[config.mk]
export PLATFORM = sky130hd
export DESIGN_NAME = mcs_ctrl_status
export DESIGN_NICKNAME = d
export VERILOG_FILES = /design/src/rtl/mcs_pkg.sv /design/src/rtl/mcs_filter.sv /design/src/rtl/mcs_ctrl_status.sv
export SDC_FILE = /design/constraint.sdc
export NUM_CORES = 1
export LEC_CHECK = 0
export BUFFER_PORTS_ARGS = -buffer_cell sky130_fd_sc_hd__buf_2
export CELL_PAD_IN_SITES_DETAIL_PLACEMENT = 0
export CELL_PAD_IN_SITES_GLOBAL_PLACEMENT = 1
export CORE_MARGIN = 4
export CORE_UTILIZATION = 25
export CTS_BUF_LIST = sky130_fd_sc_hd__clkbuf_8
export CTS_CLUSTER_SIZE = 40
export DETAILED_ROUTE_END_ITERATION = 12
export PLACE_DENSITY = 0.44
export SYNTH_ARGS = -nofsm -noshare
export SYNTH_HDL_FRONTEND = slang
export SYNTH_HIERARCHICAL = 1
export SYNTH_SLANG_ARGS = --single-unit
[constraint.sdc]
create_clock -name clk_sys -period 3.6 [get_ports clk_sys]
set_input_delay 0.72 -clock clk_sys [delete_from_list [all_inputs] [get_ports clk_sys]]
set_output_delay 0.72 -clock clk_sys [all_outputs]
set_load 0.02 [all_outputs]
[src/rtl/mcs_pkg.sv]
// Constants, timing figures and state types for the module control/status logic.
// Assumes a single 40 MHz system clock; all slow timing runs on a 1 us tick.
// Function
// Laser off pin rising turns optical output off within 10 us.
// Laser off pin falling restores output within 1 ms.
// After power-on or fault reset, initialise within 300 ms and clear fault.
// Hardware laser fault output asserts within 100 us of a fault.
// Host holds laser off pin high 10 us to reset a latched fault.
// Signal lost output asserts within 100 us of optical input loss.
// Signal lost output clears within 100 us of a valid input.
// Soft laser off bit 6 of byte 110 disables output within 100 ms.
// Clearing soft laser off bit restores output within 100 ms.
// Soft fault status bit 2 sets within 100 ms of a fault.
// Soft signal lost bit 1 sets within 100 ms of input loss.
// Soft signal lost bit clears within 100 ms of a valid input.
// Monitor data ready bit 0 asserts within 1000 ms of power-on.
// Serial bus accesses are accepted no later than 300 ms after power-on.
// Internal write of 1-8 bytes finishes within 10 ms of stop.
// Host clocks the two-wire bus at no more than 400 kHz.
// Loss detector uses peak-to-peak input power, not average power.
// Effective laser off is the OR of pin and soft bit.
// Soft fault and lost bits mirror the hardware outputs periodically.
// ----------------------------------------------------------------------------
// Package
// ----------------------------------------------------------------------------
package mcs_pkg;
    // Clock and tick
    localparam int CLK_NS = 25;
    localparam int T_US_NS = 1000;
    localparam logic [5:0] US_DIV = 6'(T_US_NS / CLK_NS);
    // Times in microseconds
    localparam int T_INIT_US = 300000;
    localparam int T_SERIAL_US = 300000;
    localparam int T_DATA_US = 1000000;
    localparam int T_WRITE_US = 10000;
    localparam int T_MIRROR_US = 1000;
    localparam logic [3:0] T_RESET_US = 4'hA;
    localparam logic [3:0] LOS_STABLE_US = 4'hA;
    localparam logic [3:0] FAULT_STABLE_US = 4'h2;
    // Register map
    localparam logic [6:0] DEV_ADDR = 7'h51;
    localparam logic [7:0] REG_CTRL_STATUS = 8'h6E;
    localparam int PIN_STATE_BIT = 7;
    localparam int SOFT_OFF_BIT = 6;
    localparam int FAULT_BIT = 2;
    localparam int LOST_BIT = 1;
    localparam int READY_BIT = 0;
    localparam logic [7:0] UNMAPPED_READ = 8'h00;

    typedef enum logic [2:0] {
        S_IDLE, S_ADDR, S_WADDR, S_WDATA, S_ACK, S_RDATA, S_RACK
    } mcs_bus_st_type;

    typedef struct packed {
        logic [3:0] cnt;
        logic out;
    } mcs_filt_type;

    typedef struct packed {
        logic [5:0] div;
        logic tick;
        logic [19:0] init_cnt;
        logic [19:0] data_cnt;
        logic [19:0] ser_cnt;
        logic [19:0] busy_cnt;
        logic [19:0] mir_cnt;
        logic [3:0] hold_cnt;
        logic pin_r;
        logic fault_lat;
        logic laser_on;
        logic rx_lost;
        logic fault_mir;
        logic los_mir;
        logic soft_off;
        logic data_ready;
        logic scl_r;
        logic sda_r;
        mcs_bus_st_type st;
        mcs_bus_st_type after;
        logic [3:0] bitc;
        logic [7:0] shreg;
        logic [7:0] ptr;
        logic ackd;
        logic wrote;
        logic sda_oe;
    } mcs_state_type;
endpackage : mcs_pkg

[src/rtl/mcs_filter.sv]
// Stability filter: output follows the input once it has held for STABLE ticks.
// Assumes tick is a one-cycle 1 us enable from the parent's divider.
`timescale 1ns/100ps
module mcs_filter #(
    parameter logic [3:0] STABLE = 4'hA
) (
    // Clock and reset
    input wire logic clk_sys,
    input wire logic srst,
    // Sample enable and data
    input wire logic tick,
    input wire logic din,
    output logic dout
);
    mcs_pkg::mcs_filt_type s_reg;
    mcs_pkg::mcs_filt_type s_next;

    // Restart the count on any bounce so glitches never pass
    always_comb begin
        s_next = s_reg;
        if (din == s_reg.out) begin
            s_next.cnt = 4'h0;
        end else if (tick) begin
            if (s_reg.cnt >= STABLE - 4'h1) begin
                s_next.out = din;
                s_next.cnt = 4'h0;
            end else begin
                s_next.cnt = s_reg.cnt + 4'h1;
            end
        end
    end

    // State register
    always_ff @(posedge clk_sys) begin
        if (srst) begin
            s_reg <= '0;
        end else begin
            s_reg <= s_next;
        end
    end

    assign dout = s_reg.out;
endmodule : mcs_filter

[src/rtl/mcs_ctrl_status.sv]
// Laser control, fault latch, signal-lost flag and control/status byte on a two-wire slave.
// Assumes scl and sda_in are already synchronous to clk_sys; srst marks power-on.
`timescale 1ns/100ps
module mcs_ctrl_status #(
    parameter logic [19:0] INIT_US = 20'(mcs_pkg::T_INIT_US),
    parameter logic [19:0] SERIAL_US = 20'(mcs_pkg::T_SERIAL_US),
    parameter logic [19:0] DATA_US = 20'(mcs_pkg::T_DATA_US),
    parameter logic [19:0] WRITE_US = 20'(mcs_pkg::T_WRITE_US),
    parameter logic [19:0] MIRROR_US = 20'(mcs_pkg::T_MIRROR_US)
) (
    // Clock and reset
    input wire logic clk_sys,
    input wire logic srst,
    // Host control pins
    input wire logic laser_off_pin,
    output logic laser_fault,
    output logic receive_signal_lost,
    // Analog front end
    input wire logic fault_sense,
    input wire logic p2p_signal_detect,
    output logic laser_on,
    // Two-wire management bus, open drain
    input wire logic scl,
    input wire logic sda_in,
    output logic sda_out,
    output logic sda_oe
);
    mcs_pkg::mcs_state_type s_reg;
    mcs_pkg::mcs_state_type s_next;
    logic fault_f;
    logic los_f;
    logic start_c, stop_c, rise_c, fall_c;
    logic ser_ready;
    logic pin_fell;
    logic [7:0] status;
    logic [7:0] rd_byte;

    // ------------------------------------------------------------------------
    // Input filters
    // ------------------------------------------------------------------------
    // Detector output already reflects peak-to-peak power, never average
    mcs_filter #(.STABLE(mcs_pkg::LOS_STABLE_US)) u_los_filt (
        .clk_sys(clk_sys),
        .srst(srst),
        .tick(s_reg.tick),
        .din(~p2p_signal_detect),
        .dout(los_f)
    );

    mcs_filter #(.STABLE(mcs_pkg::FAULT_STABLE_US)) u_fault_filt (
        .clk_sys(clk_sys),
        .srst(srst),
        .tick(s_reg.tick),
        .din(fault_sense),
        .dout(fault_f)
    );

    // ------------------------------------------------------------------------
    // Bus events and status byte
    // ------------------------------------------------------------------------
    assign start_c = scl & s_reg.scl_r & s_reg.sda_r & ~sda_in;
    assign stop_c = scl & s_reg.scl_r & ~s_reg.sda_r & sda_in;
    assign rise_c = scl & ~s_reg.scl_r;
    assign fall_c = ~scl & s_reg.scl_r;
    // Busy write cycle or early power-up refuses the address
    assign ser_ready = (s_reg.ser_cnt == 20'h0) && (s_reg.busy_cnt == 20'h0);
    assign pin_fell = s_reg.pin_r & ~laser_off_pin;

    // Status byte, unused bits read as zero
    always_comb begin
        status = 8'h00;
        status[mcs_pkg::PIN_STATE_BIT] = laser_off_pin;
        status[mcs_pkg::SOFT_OFF_BIT] = s_reg.soft_off;
        status[mcs_pkg::FAULT_BIT] = s_reg.fault_mir;
        status[mcs_pkg::LOST_BIT] = s_reg.los_mir;
        status[mcs_pkg::READY_BIT] = s_reg.data_ready;
        rd_byte = (s_reg.ptr == mcs_pkg::REG_CTRL_STATUS) ? status : mcs_pkg::UNMAPPED_READ;
    end

    // ------------------------------------------------------------------------
    // Next state
    // ------------------------------------------------------------------------
    always_comb begin
        s_next = s_reg;
        s_next.tick = (s_reg.div == mcs_pkg::US_DIV - 6'h1);
        s_next.div = s_next.tick ? 6'h0 : s_reg.div + 6'h1;
        s_next.pin_r = laser_off_pin;
        s_next.scl_r = scl;
        s_next.sda_r = sda_in;

        // Microsecond timers count down to zero and stay there; hold_cnt counts up to T_RESET_US and stays there
        if (s_reg.tick) begin
            if (s_reg.init_cnt != 20'h0) s_next.init_cnt = s_reg.init_cnt - 20'h1;
            if (s_reg.data_cnt != 20'h0) s_next.data_cnt = s_reg.data_cnt - 20'h1;
            if (s_reg.ser_cnt != 20'h0) s_next.ser_cnt = s_reg.ser_cnt - 20'h1;
            if (s_reg.busy_cnt != 20'h0) s_next.busy_cnt = s_reg.busy_cnt - 20'h1;
            if (laser_off_pin && s_reg.hold_cnt < mcs_pkg::T_RESET_US) begin
                s_next.hold_cnt = s_reg.hold_cnt + 4'h1;
            end
        end
        if (!laser_off_pin) s_next.hold_cnt = 4'h0;

        // Long pin pulse resets a latched fault; without a fault the laser returns at once
        if (pin_fell && s_reg.hold_cnt >= mcs_pkg::T_RESET_US && s_reg.fault_lat) begin
            s_next.fault_lat = 1'b0;
            s_next.init_cnt = INIT_US;
        end
        // A fault in the clearing cycle wins
        if (fault_f) s_next.fault_lat = 1'b1;

        // Either source turns the laser off on the next edge
        s_next.laser_on = !(laser_off_pin || s_reg.soft_off)
            && !s_next.fault_lat && (s_next.init_cnt == 20'h0);
        s_next.rx_lost = los_f;

        // Periodic copy into the status byte, well inside the soft limits
        if (s_reg.tick) begin
            if (s_reg.mir_cnt == 20'h0) begin
                s_next.mir_cnt = MIRROR_US - 20'h1;
                s_next.fault_mir = s_reg.fault_lat;
                s_next.los_mir = s_reg.rx_lost;
            end else begin
                s_next.mir_cnt = s_reg.mir_cnt - 20'h1;
            end
        end
        if (s_reg.data_cnt == 20'h0) s_next.data_ready = 1'b1;

        // Two-wire slave: sample on rising scl, drive on falling scl
        if (rise_c) begin
            if (s_reg.st inside {mcs_pkg::S_ADDR, mcs_pkg::S_WADDR, mcs_pkg::S_WDATA}) begin
                s_next.shreg = {s_reg.shreg[6:0], sda_in};
                s_next.bitc = s_reg.bitc + 4'h1;
            end
            if (s_reg.st == mcs_pkg::S_RACK) s_next.ackd = ~sda_in;
        end
        if (fall_c) begin
            unique case (s_reg.st)
                mcs_pkg::S_IDLE: begin
                end
                mcs_pkg::S_ADDR, mcs_pkg::S_WADDR, mcs_pkg::S_WDATA: begin
                    if (s_reg.bitc == 4'h8) begin
                        s_next.bitc = 4'h0;
                        s_next.st = mcs_pkg::S_ACK;
                        s_next.sda_oe = 1'b1;
                        if (s_reg.st == mcs_pkg::S_ADDR) begin
                            s_next.after = s_reg.shreg[0] ? mcs_pkg::S_RDATA : mcs_pkg::S_WADDR;
                            if (s_reg.shreg[7:1] != mcs_pkg::DEV_ADDR || !ser_ready) begin
                                s_next.st = mcs_pkg::S_IDLE;
                                s_next.sda_oe = 1'b0;
                            end
                        end else if (s_reg.st == mcs_pkg::S_WADDR) begin
                            s_next.ptr = s_reg.shreg;
                            s_next.after = mcs_pkg::S_WDATA;
                        end else begin
                            if (s_reg.ptr == mcs_pkg::REG_CTRL_STATUS) begin
                                s_next.soft_off = s_reg.shreg[mcs_pkg::SOFT_OFF_BIT];
                            end
                            s_next.ptr = s_reg.ptr + 8'h1;
                            s_next.wrote = 1'b1;
                            s_next.after = mcs_pkg::S_WDATA;
                        end
                    end
                end
                mcs_pkg::S_ACK: begin
                    s_next.st = s_reg.after;
                    s_next.sda_oe = 1'b0;
                    if (s_reg.after == mcs_pkg::S_RDATA) begin
                        s_next.shreg = rd_byte;
                        s_next.sda_oe = ~rd_byte[7];
                    end
                end
                mcs_pkg::S_RDATA: begin
                    if (s_reg.bitc == 4'h7) begin
                        s_next.st = mcs_pkg::S_RACK;
                        s_next.sda_oe = 1'b0;
                        s_next.ptr = s_reg.ptr + 8'h1;
                    end else begin
                        s_next.bitc = s_reg.bitc + 4'h1;
                        s_next.shreg = {s_reg.shreg[6:0], 1'b0};
                        s_next.sda_oe = ~s_reg.shreg[6];
                    end
                end
                mcs_pkg::S_RACK: begin
                    // Host nack ends the read; the master then stops
                    s_next.st = s_reg.ackd ? mcs_pkg::S_RDATA : mcs_pkg::S_IDLE;
                    s_next.bitc = 4'h0;
                    s_next.shreg = rd_byte;
                    s_next.sda_oe = s_reg.ackd & ~rd_byte[7];
                end
            endcase
        end
        if (start_c) begin
            s_next.st = mcs_pkg::S_ADDR;
            s_next.bitc = 4'h0;
            s_next.sda_oe = 1'b0;
        end
        if (stop_c) begin
            s_next.st = mcs_pkg::S_IDLE;
            s_next.sda_oe = 1'b0;
            s_next.wrote = 1'b0;
            if (s_reg.wrote) s_next.busy_cnt = WRITE_US;
        end
    end

    // ------------------------------------------------------------------------
    // State register
    // ------------------------------------------------------------------------
    always_ff @(posedge clk_sys) begin
        if (srst) begin
            s_reg <= '0;
            s_reg.init_cnt <= INIT_US;
            s_reg.data_cnt <= DATA_US;
            s_reg.ser_cnt <= SERIAL_US;
            s_reg.scl_r <= 1'b1;
            s_reg.sda_r <= 1'b1;
        end else begin
            s_reg <= s_next;
        end
    end

    assign laser_on = s_reg.laser_on;
    assign laser_fault = s_reg.fault_lat;
    assign receive_signal_lost = s_reg.rx_lost;
    assign sda_out = 1'b0;
    assign sda_oe = s_reg.sda_oe;

    // ------------------------------------------------------------------------
    // Assertions
    // ------------------------------------------------------------------------
    property p_pin_off;
        @(posedge clk_sys) disable iff (srst) laser_off_pin |=> !laser_on;
    endproperty
    a_pin_off: assert property (p_pin_off) else $error("laser on while pin high");

    property p_soft_off;
        @(posedge clk_sys) disable iff (srst) s_reg.soft_off |=> !laser_on;
    endproperty
    a_soft_off: assert property (p_soft_off) else $error("laser on while soft off");

    property p_pin_on;
        @(posedge clk_sys) disable iff (srst)
            (pin_fell && !s_reg.soft_off && !s_reg.fault_lat && !fault_f
            && s_reg.init_cnt == 20'h0)
            |=> laser_on;
    endproperty
    a_pin_on: assert property (p_pin_on) else $error("laser not restored");

    property p_fault_reset;
        @(posedge clk_sys) disable iff (srst)
            (s_reg.fault_lat && pin_fell && s_reg.hold_cnt >= mcs_pkg::T_RESET_US && !fault_f)
            |=> !laser_fault && s_reg.init_cnt == INIT_US;
    endproperty
    a_fault_reset: assert property (p_fault_reset) else $error("fault not reset");

    property p_fault_set;
        @(posedge clk_sys) disable iff (srst) fault_f |=> laser_fault && !laser_on;
    endproperty
    a_fault_set: assert property (p_fault_set) else $error("fault not latched");

    property p_los;
        @(posedge clk_sys) disable iff (srst) $changed(los_f) |=> receive_signal_lost == $past(los_f);
    endproperty
    a_los: assert property (p_los) else $error("signal lost not following");

    property p_mirror;
        @(posedge clk_sys) disable iff (srst)
            (s_reg.tick && s_reg.mir_cnt == 20'h0) |=> s_reg.los_mir == $past(s_reg.rx_lost)
            && s_reg.fault_mir == $past(s_reg.fault_lat);
    endproperty
    a_mirror: assert property (p_mirror) else $error("status mirror stale");

    property p_mirror_bound;
        @(posedge clk_sys) disable iff (srst) s_reg.mir_cnt < MIRROR_US;
    endproperty
    a_mirror_bound: assert property (p_mirror_bound) else $error("mirror period too long");

    property p_ready;
        @(posedge clk_sys) disable iff (srst) s_reg.data_ready == ($past(s_reg.data_cnt) == 20'h0);
    endproperty
    a_ready: assert property (p_ready) else $error("data ready wrong");

    property p_no_early_ack;
        @(posedge clk_sys) disable iff (srst)
            (s_reg.st == mcs_pkg::S_ACK && s_reg.after != mcs_pkg::S_WDATA && $changed(s_reg.st))
            |-> $past(ser_ready);
    endproperty
    a_no_early_ack: assert property (p_no_early_ack) else $error("address acked while not ready");

    property p_write_busy;
        @(posedge clk_sys) disable iff (srst) (stop_c && s_reg.wrote) |=> s_reg.busy_cnt == WRITE_US;
    endproperty
    a_write_busy: assert property (p_write_busy) else $error("write cycle not started");
endmodule : mcs_ctrl_status

==> Yosys cells after proc, flatten, opt, wreduce, memory -nomap -nowiden <==
Cells that the tools add are included.
{ "word_totals": {"ff_bits": 160, "elab_cells": 175, "out_inout_bits": 5} }
{ "classes": {"eq_ne": 19, "n_mux": 42, "n_addsub": 11, "magnitude_cmp": 4, "n_bitwise": 21, "n_reduce_logical": 47} }
{ "op_table": {"columns": ["cell", "count"], "rows": [
  ["two-way mux 20 bit", 8],
  ["zero test 20 bit", 5],
  ["subtractor 20 x 1 -> 20 bit, second input constant", 5],
  ["two-way mux 80 bit", 1],
  ["nonzero test 20 bit", 4],
  ["two-way mux 8 bit", 6],
  ["two-way mux 12 bit", 3],
  ["two-way mux 24 bit", 1],
  ["one-hot mux 8 bit (3 select lines)", 1],
  ["two-way mux 3 bit", 7],
  ["adder 4 x 1 -> 4 bit, second input constant", 4],
  ["one-hot mux 8 bit (2 select lines)", 1],
  ["== test 3 bit, second input constant", 4],
  ["inverter 1 bit", 12],
  ["one-hot mux 3 bit (4 select lines)", 1],
  ["one-hot mux 4 bit (3 select lines)", 1],
  ["AND reduction 3 bit", 4],
  ["OR reduction 2 bit", 6],
  ["two-way mux 10 bit", 1],
  ["AND reduction 2 bit", 5],
  ["AND reduction 5 bit", 2],
  ["bitwise AND 1 bit", 9],
  ["adder 8 x 1 -> 8 bit, second input constant", 1],
  ["== test 8 x 7 -> 1 bit, second input constant", 1],
  ["other kinds (26)", 51]
]} }

==> Longest topological paths before layout <==
{ "depth": {"depth_word": 10, "ltp_mapped": 9, "mapped_depth_nobuf": 9} }

==> By module <==
Netlist, hierarchy kept.
{ "by_module_without_submodules": {"columns": ["mod", "cells_per_inst", "instances", "seq_area_each_um2", "area_per_inst_um2"], "rows": [
  ["mcs_ctrl_status", 874, 1, 3002.9, 7272.0],
  ["mcs_filter at u_los_filt", 28, 1, 100.1, 277.8],
  ["mcs_filter at u_fault_filt", 24, 1, 100.1, 254.0]
]} }

==> Worst setup path after synthesis <==
Ideal clock, no wire load.
{ "synth_timing": {"path_type": "reg-to-reg", "startpoint": "register s_reg[143] (netlist name)", "endpoint": "register s_reg, in the netlist laser_on", "path_buffers": 1, "period_less_slack_ns": 2.379, "required_ns": 3.512, "arrival_ns": 2.291, "setup_slack_ns": 1.221, "stages_incl_launch_ff": 9, "cell_sequence": "dfxtp_1 -> buf_2 -> nor4b_1 -> nand3_1 -> or4_4 -> and2_4 -> o21ai_2 -> nand4_1 -> nor4_2"} }
{ "synth_rtl": {"columns": ["item", "line_no", "text"], "rows": [
  ["to (signal assigned)", "mcs_ctrl_status.sv:217", "s_reg <= s_next;"],
  ["to (decl)", "mcs_ctrl_status.sv:28", "mcs_pkg::mcs_state_type s_reg;"]
]} }

==> qor.txt <==
Worst EP required - 3.93 ns
TNS Setup - 0 ns
Nets - 961
Logic gate share of total power - 2.2%
Leading cell type in the layout, fill and taps excluded - dfxtp_1
Post-synth cell types - 79
Crit share post-route - 74.8%
Maximum vdd drop - 0.217 mV
Initial Util - 25.4%
Antenna violations before repair - 0
Die Y-Extent - 185 um
Post-synthesis sequential area ratio - 41.0%
Routed WL per cell - 14.3 um
CTS sink cnt - 160
Placer's final routability congestion estimate - 0.740
Routing usage on met2 - 18.9%
Largest net degree at the start of global routing - 47
Setup bufs post-CTS - 0
Hold Path Depth - 1
Data arrival, critical path - 3.02 ns
Final setup fails - 0
Core area - 30700 um^2
Worst-margin pin slew - 0.811 ns
Io pins - 12
CTS Buf Count - 17
Area grow syn2layout - 12.2%
Max-cap viol count - 0
GRT met1 Usage - 16.0%
Syn Inst Count - 926
Filler cells - 3315
Routed Antenna Nets - 0
WS Path Type - flip-flop to flip-flop
Max FO, Critical Path - 12
Final wirelength - 19200 um
1st-pass router iterations - 4
PD cells - 390 nW/um^2
Vias - 6214
Worst clock skew - 0.0131 ns
Post-cts resize count - 0
Syn_nets - 954
Synthesized area - 7800 um^2
Top cell type's share of synthesized area - 41.0%
Net switching power figure - 0.773 mW
Synth Register Bits - 160
Port Buffers - 10
Status - finished, final reports clean
Net Sw Frac - 22.6%
Row count - 64
Final core occ - 28.6%
GRT overflow - 0
Most frequent cells in the layout - 159 x dfxtp_1, 151 x nor2_1, 65 x nand2_1, 50 x xnor2_1, 46 x a21oi_1
Flop pwr share - 52.2%
Root Driver - clkbuf_8
Minimum hold slack - 0.453 ns
Vias in the first global route - 6167
Die ar. - 34100 um^2
Clock tree from TritonCTS - built
Area contributors post-synth - dfxtp_1 41%, nor2_1 7.3%, xnor2_1 5.6%, xor2_1 3.8%, ha_1 3.4%
Clk slew on worst S/H paths - 0.09 ns
Critical Path Sink Type - flip-flop
Final hold vios - 0
Top Usage Layer GRT - met2
Ys flop type - dfxtp_1
DRC - 0
Largest register FFs - 146
GRT Util Overall - 11.7%
Clock network latency to the later pin of the worst-skew pair - 0.46 ns
F_max - 371 MHz
Rel. slew slack - 45.5%
Async SR Flop Fraction - 0%
Layout cells sized above 1 - 8.35%
Post-Syn Area per Cell - 8.43 um^2
Drt via density - 4.63
# H-tree levels - 4
Leak - 2.96 nW
Clock Power Share - 45.7%
Unrepaired setup endpoints after global routing - false
Number of synthesized flops with an enable pin - 0
R2R depth - 7
Minimum clock period - 2.69 ns
CTS max path bufs - 2
Startpoint Class - flip-flop
First-pass GRT wire length - 32400 um
Hold Crit Class - flip-flop to flip-flop
Max Slew Vio Count - 0
Post-synth top area cell - dfxtp_1
Initial detailed-routing violation count - 267
DP HPWL - 13600 um
Int Pwr - 2.64 mW
Met3 GRT Util - 2.47%
CTS Hold Bufs - 0
Ys Warns - 6
# diodes - 0
Die X - 185 um
kinds of logic after synthesis:
group / synth area share [%]
buffers and inverters: 3.32
other: 0.0481
xor gates and xnor gates: 9.43
muxes: 1.03
AOI/OAI and AO/OA: 12.1
adders and majority gates: 3.37
and+or+nand+nor: 29.6
DFF: 41.0
path summary, 6_finish.rpt:
kind / slack (ns) / endpoint / from
worst min register to register: 0.45 / s_reg[144] / s_reg[144]
worst max-delay path: 0.91 / s_reg[58] / s_reg[53]
worst max register to register: 0.91 / s_reg[58] / s_reg[53]
worst min-delay path: 0.45 / s_reg[144] / s_reg[144]
routing by layer:
| metal | vias up | share of wire (%) |
|---|---|---|
| met2 | 46 | 46 |
| met4 | 0 | 1.1 |
| li1 | 3234 | - |
| met3 | 11 | 2.4 |
| met1 | 2923 | 51 |
| met5 | - | 0 |
worst max-delay path, cell delays in order, from the launching register on:
cell	delay, ns
dfxtp_1	0.35
nor3_1	0.26
nand2b_1	0.14
nor4_1	0.41
nor4b_2	0.54
nand2_1	0.32
nand2b_1	0.45
nor2_1	0.10
cell type report:
class	instances	area [um^2]	area share [%]
flip-flops and latches	160	3200	36.6
well taps	396	495	5.66
multi-input cells	699	4340	49.6
inverters	36	135	1.54
clock inverters	14	213	2.43
repair buffers	19	120	1.37
clock buffers	18	248	2.83
power by group through the flow:
stage	clock (mW)	combinational [mW]	sequential, mW
floorplan	0	0.0491	1.82
global placement	0	0.0785	1.82
detailed placement	0	0.0774	1.82
CTS	1.64	0.0775	1.78
global route	1.70	0.0841	1.78
finish	1.56	0.0742	1.78
Yosys cell counts (3+ instances only):
library cell,count
a211oi_1,6
nor3b_1,4
nor3_1,42
inv_1,35
nand4b_1,4
o21bai_1,3
nand3_1,31
dfxtp_1,160
or3_1,14
mux2i_1,8
nand2_1,65
a21oi_1,46
o21ai_0,32
or4_1,6
buf_2,3
a22oi_1,5
ha_1,21
nor2_1,151
and4b_1,6
and3_1,7
a211o_1,8
a31oi_1,5
a222oi_1,3
nor4b_1,7
xnor2_1,50
a21boi_0,4
nand2b_1,21
nor2b_1,12
xor2_1,34
nand3b_1,7
or2_2,5
and2_1,4
nor4_1,20
o21a_1,4
nor4_2,3
nand4_1,8
clkbuf_1,25
and2_0,3
stage by stage:
stage / instance area, um^2 / setup slack, ns / power, mW / std cells
after floorplan: 7800 / 1.22 / 1.87 / 926
after global placement: 8300 / 0.847 / 1.90 / 1310
after detailed placement: 8300 / 0.831 / 1.90 / 1310
after CTS: 8760 / 0.817 / 3.50 / 1342
after global routing: 8760 / 0.390 / 3.56 / 1342
final: 8760 / 0.906 / 3.41 / 1342
No activity file was read; power rests on OpenSTA's default activity.
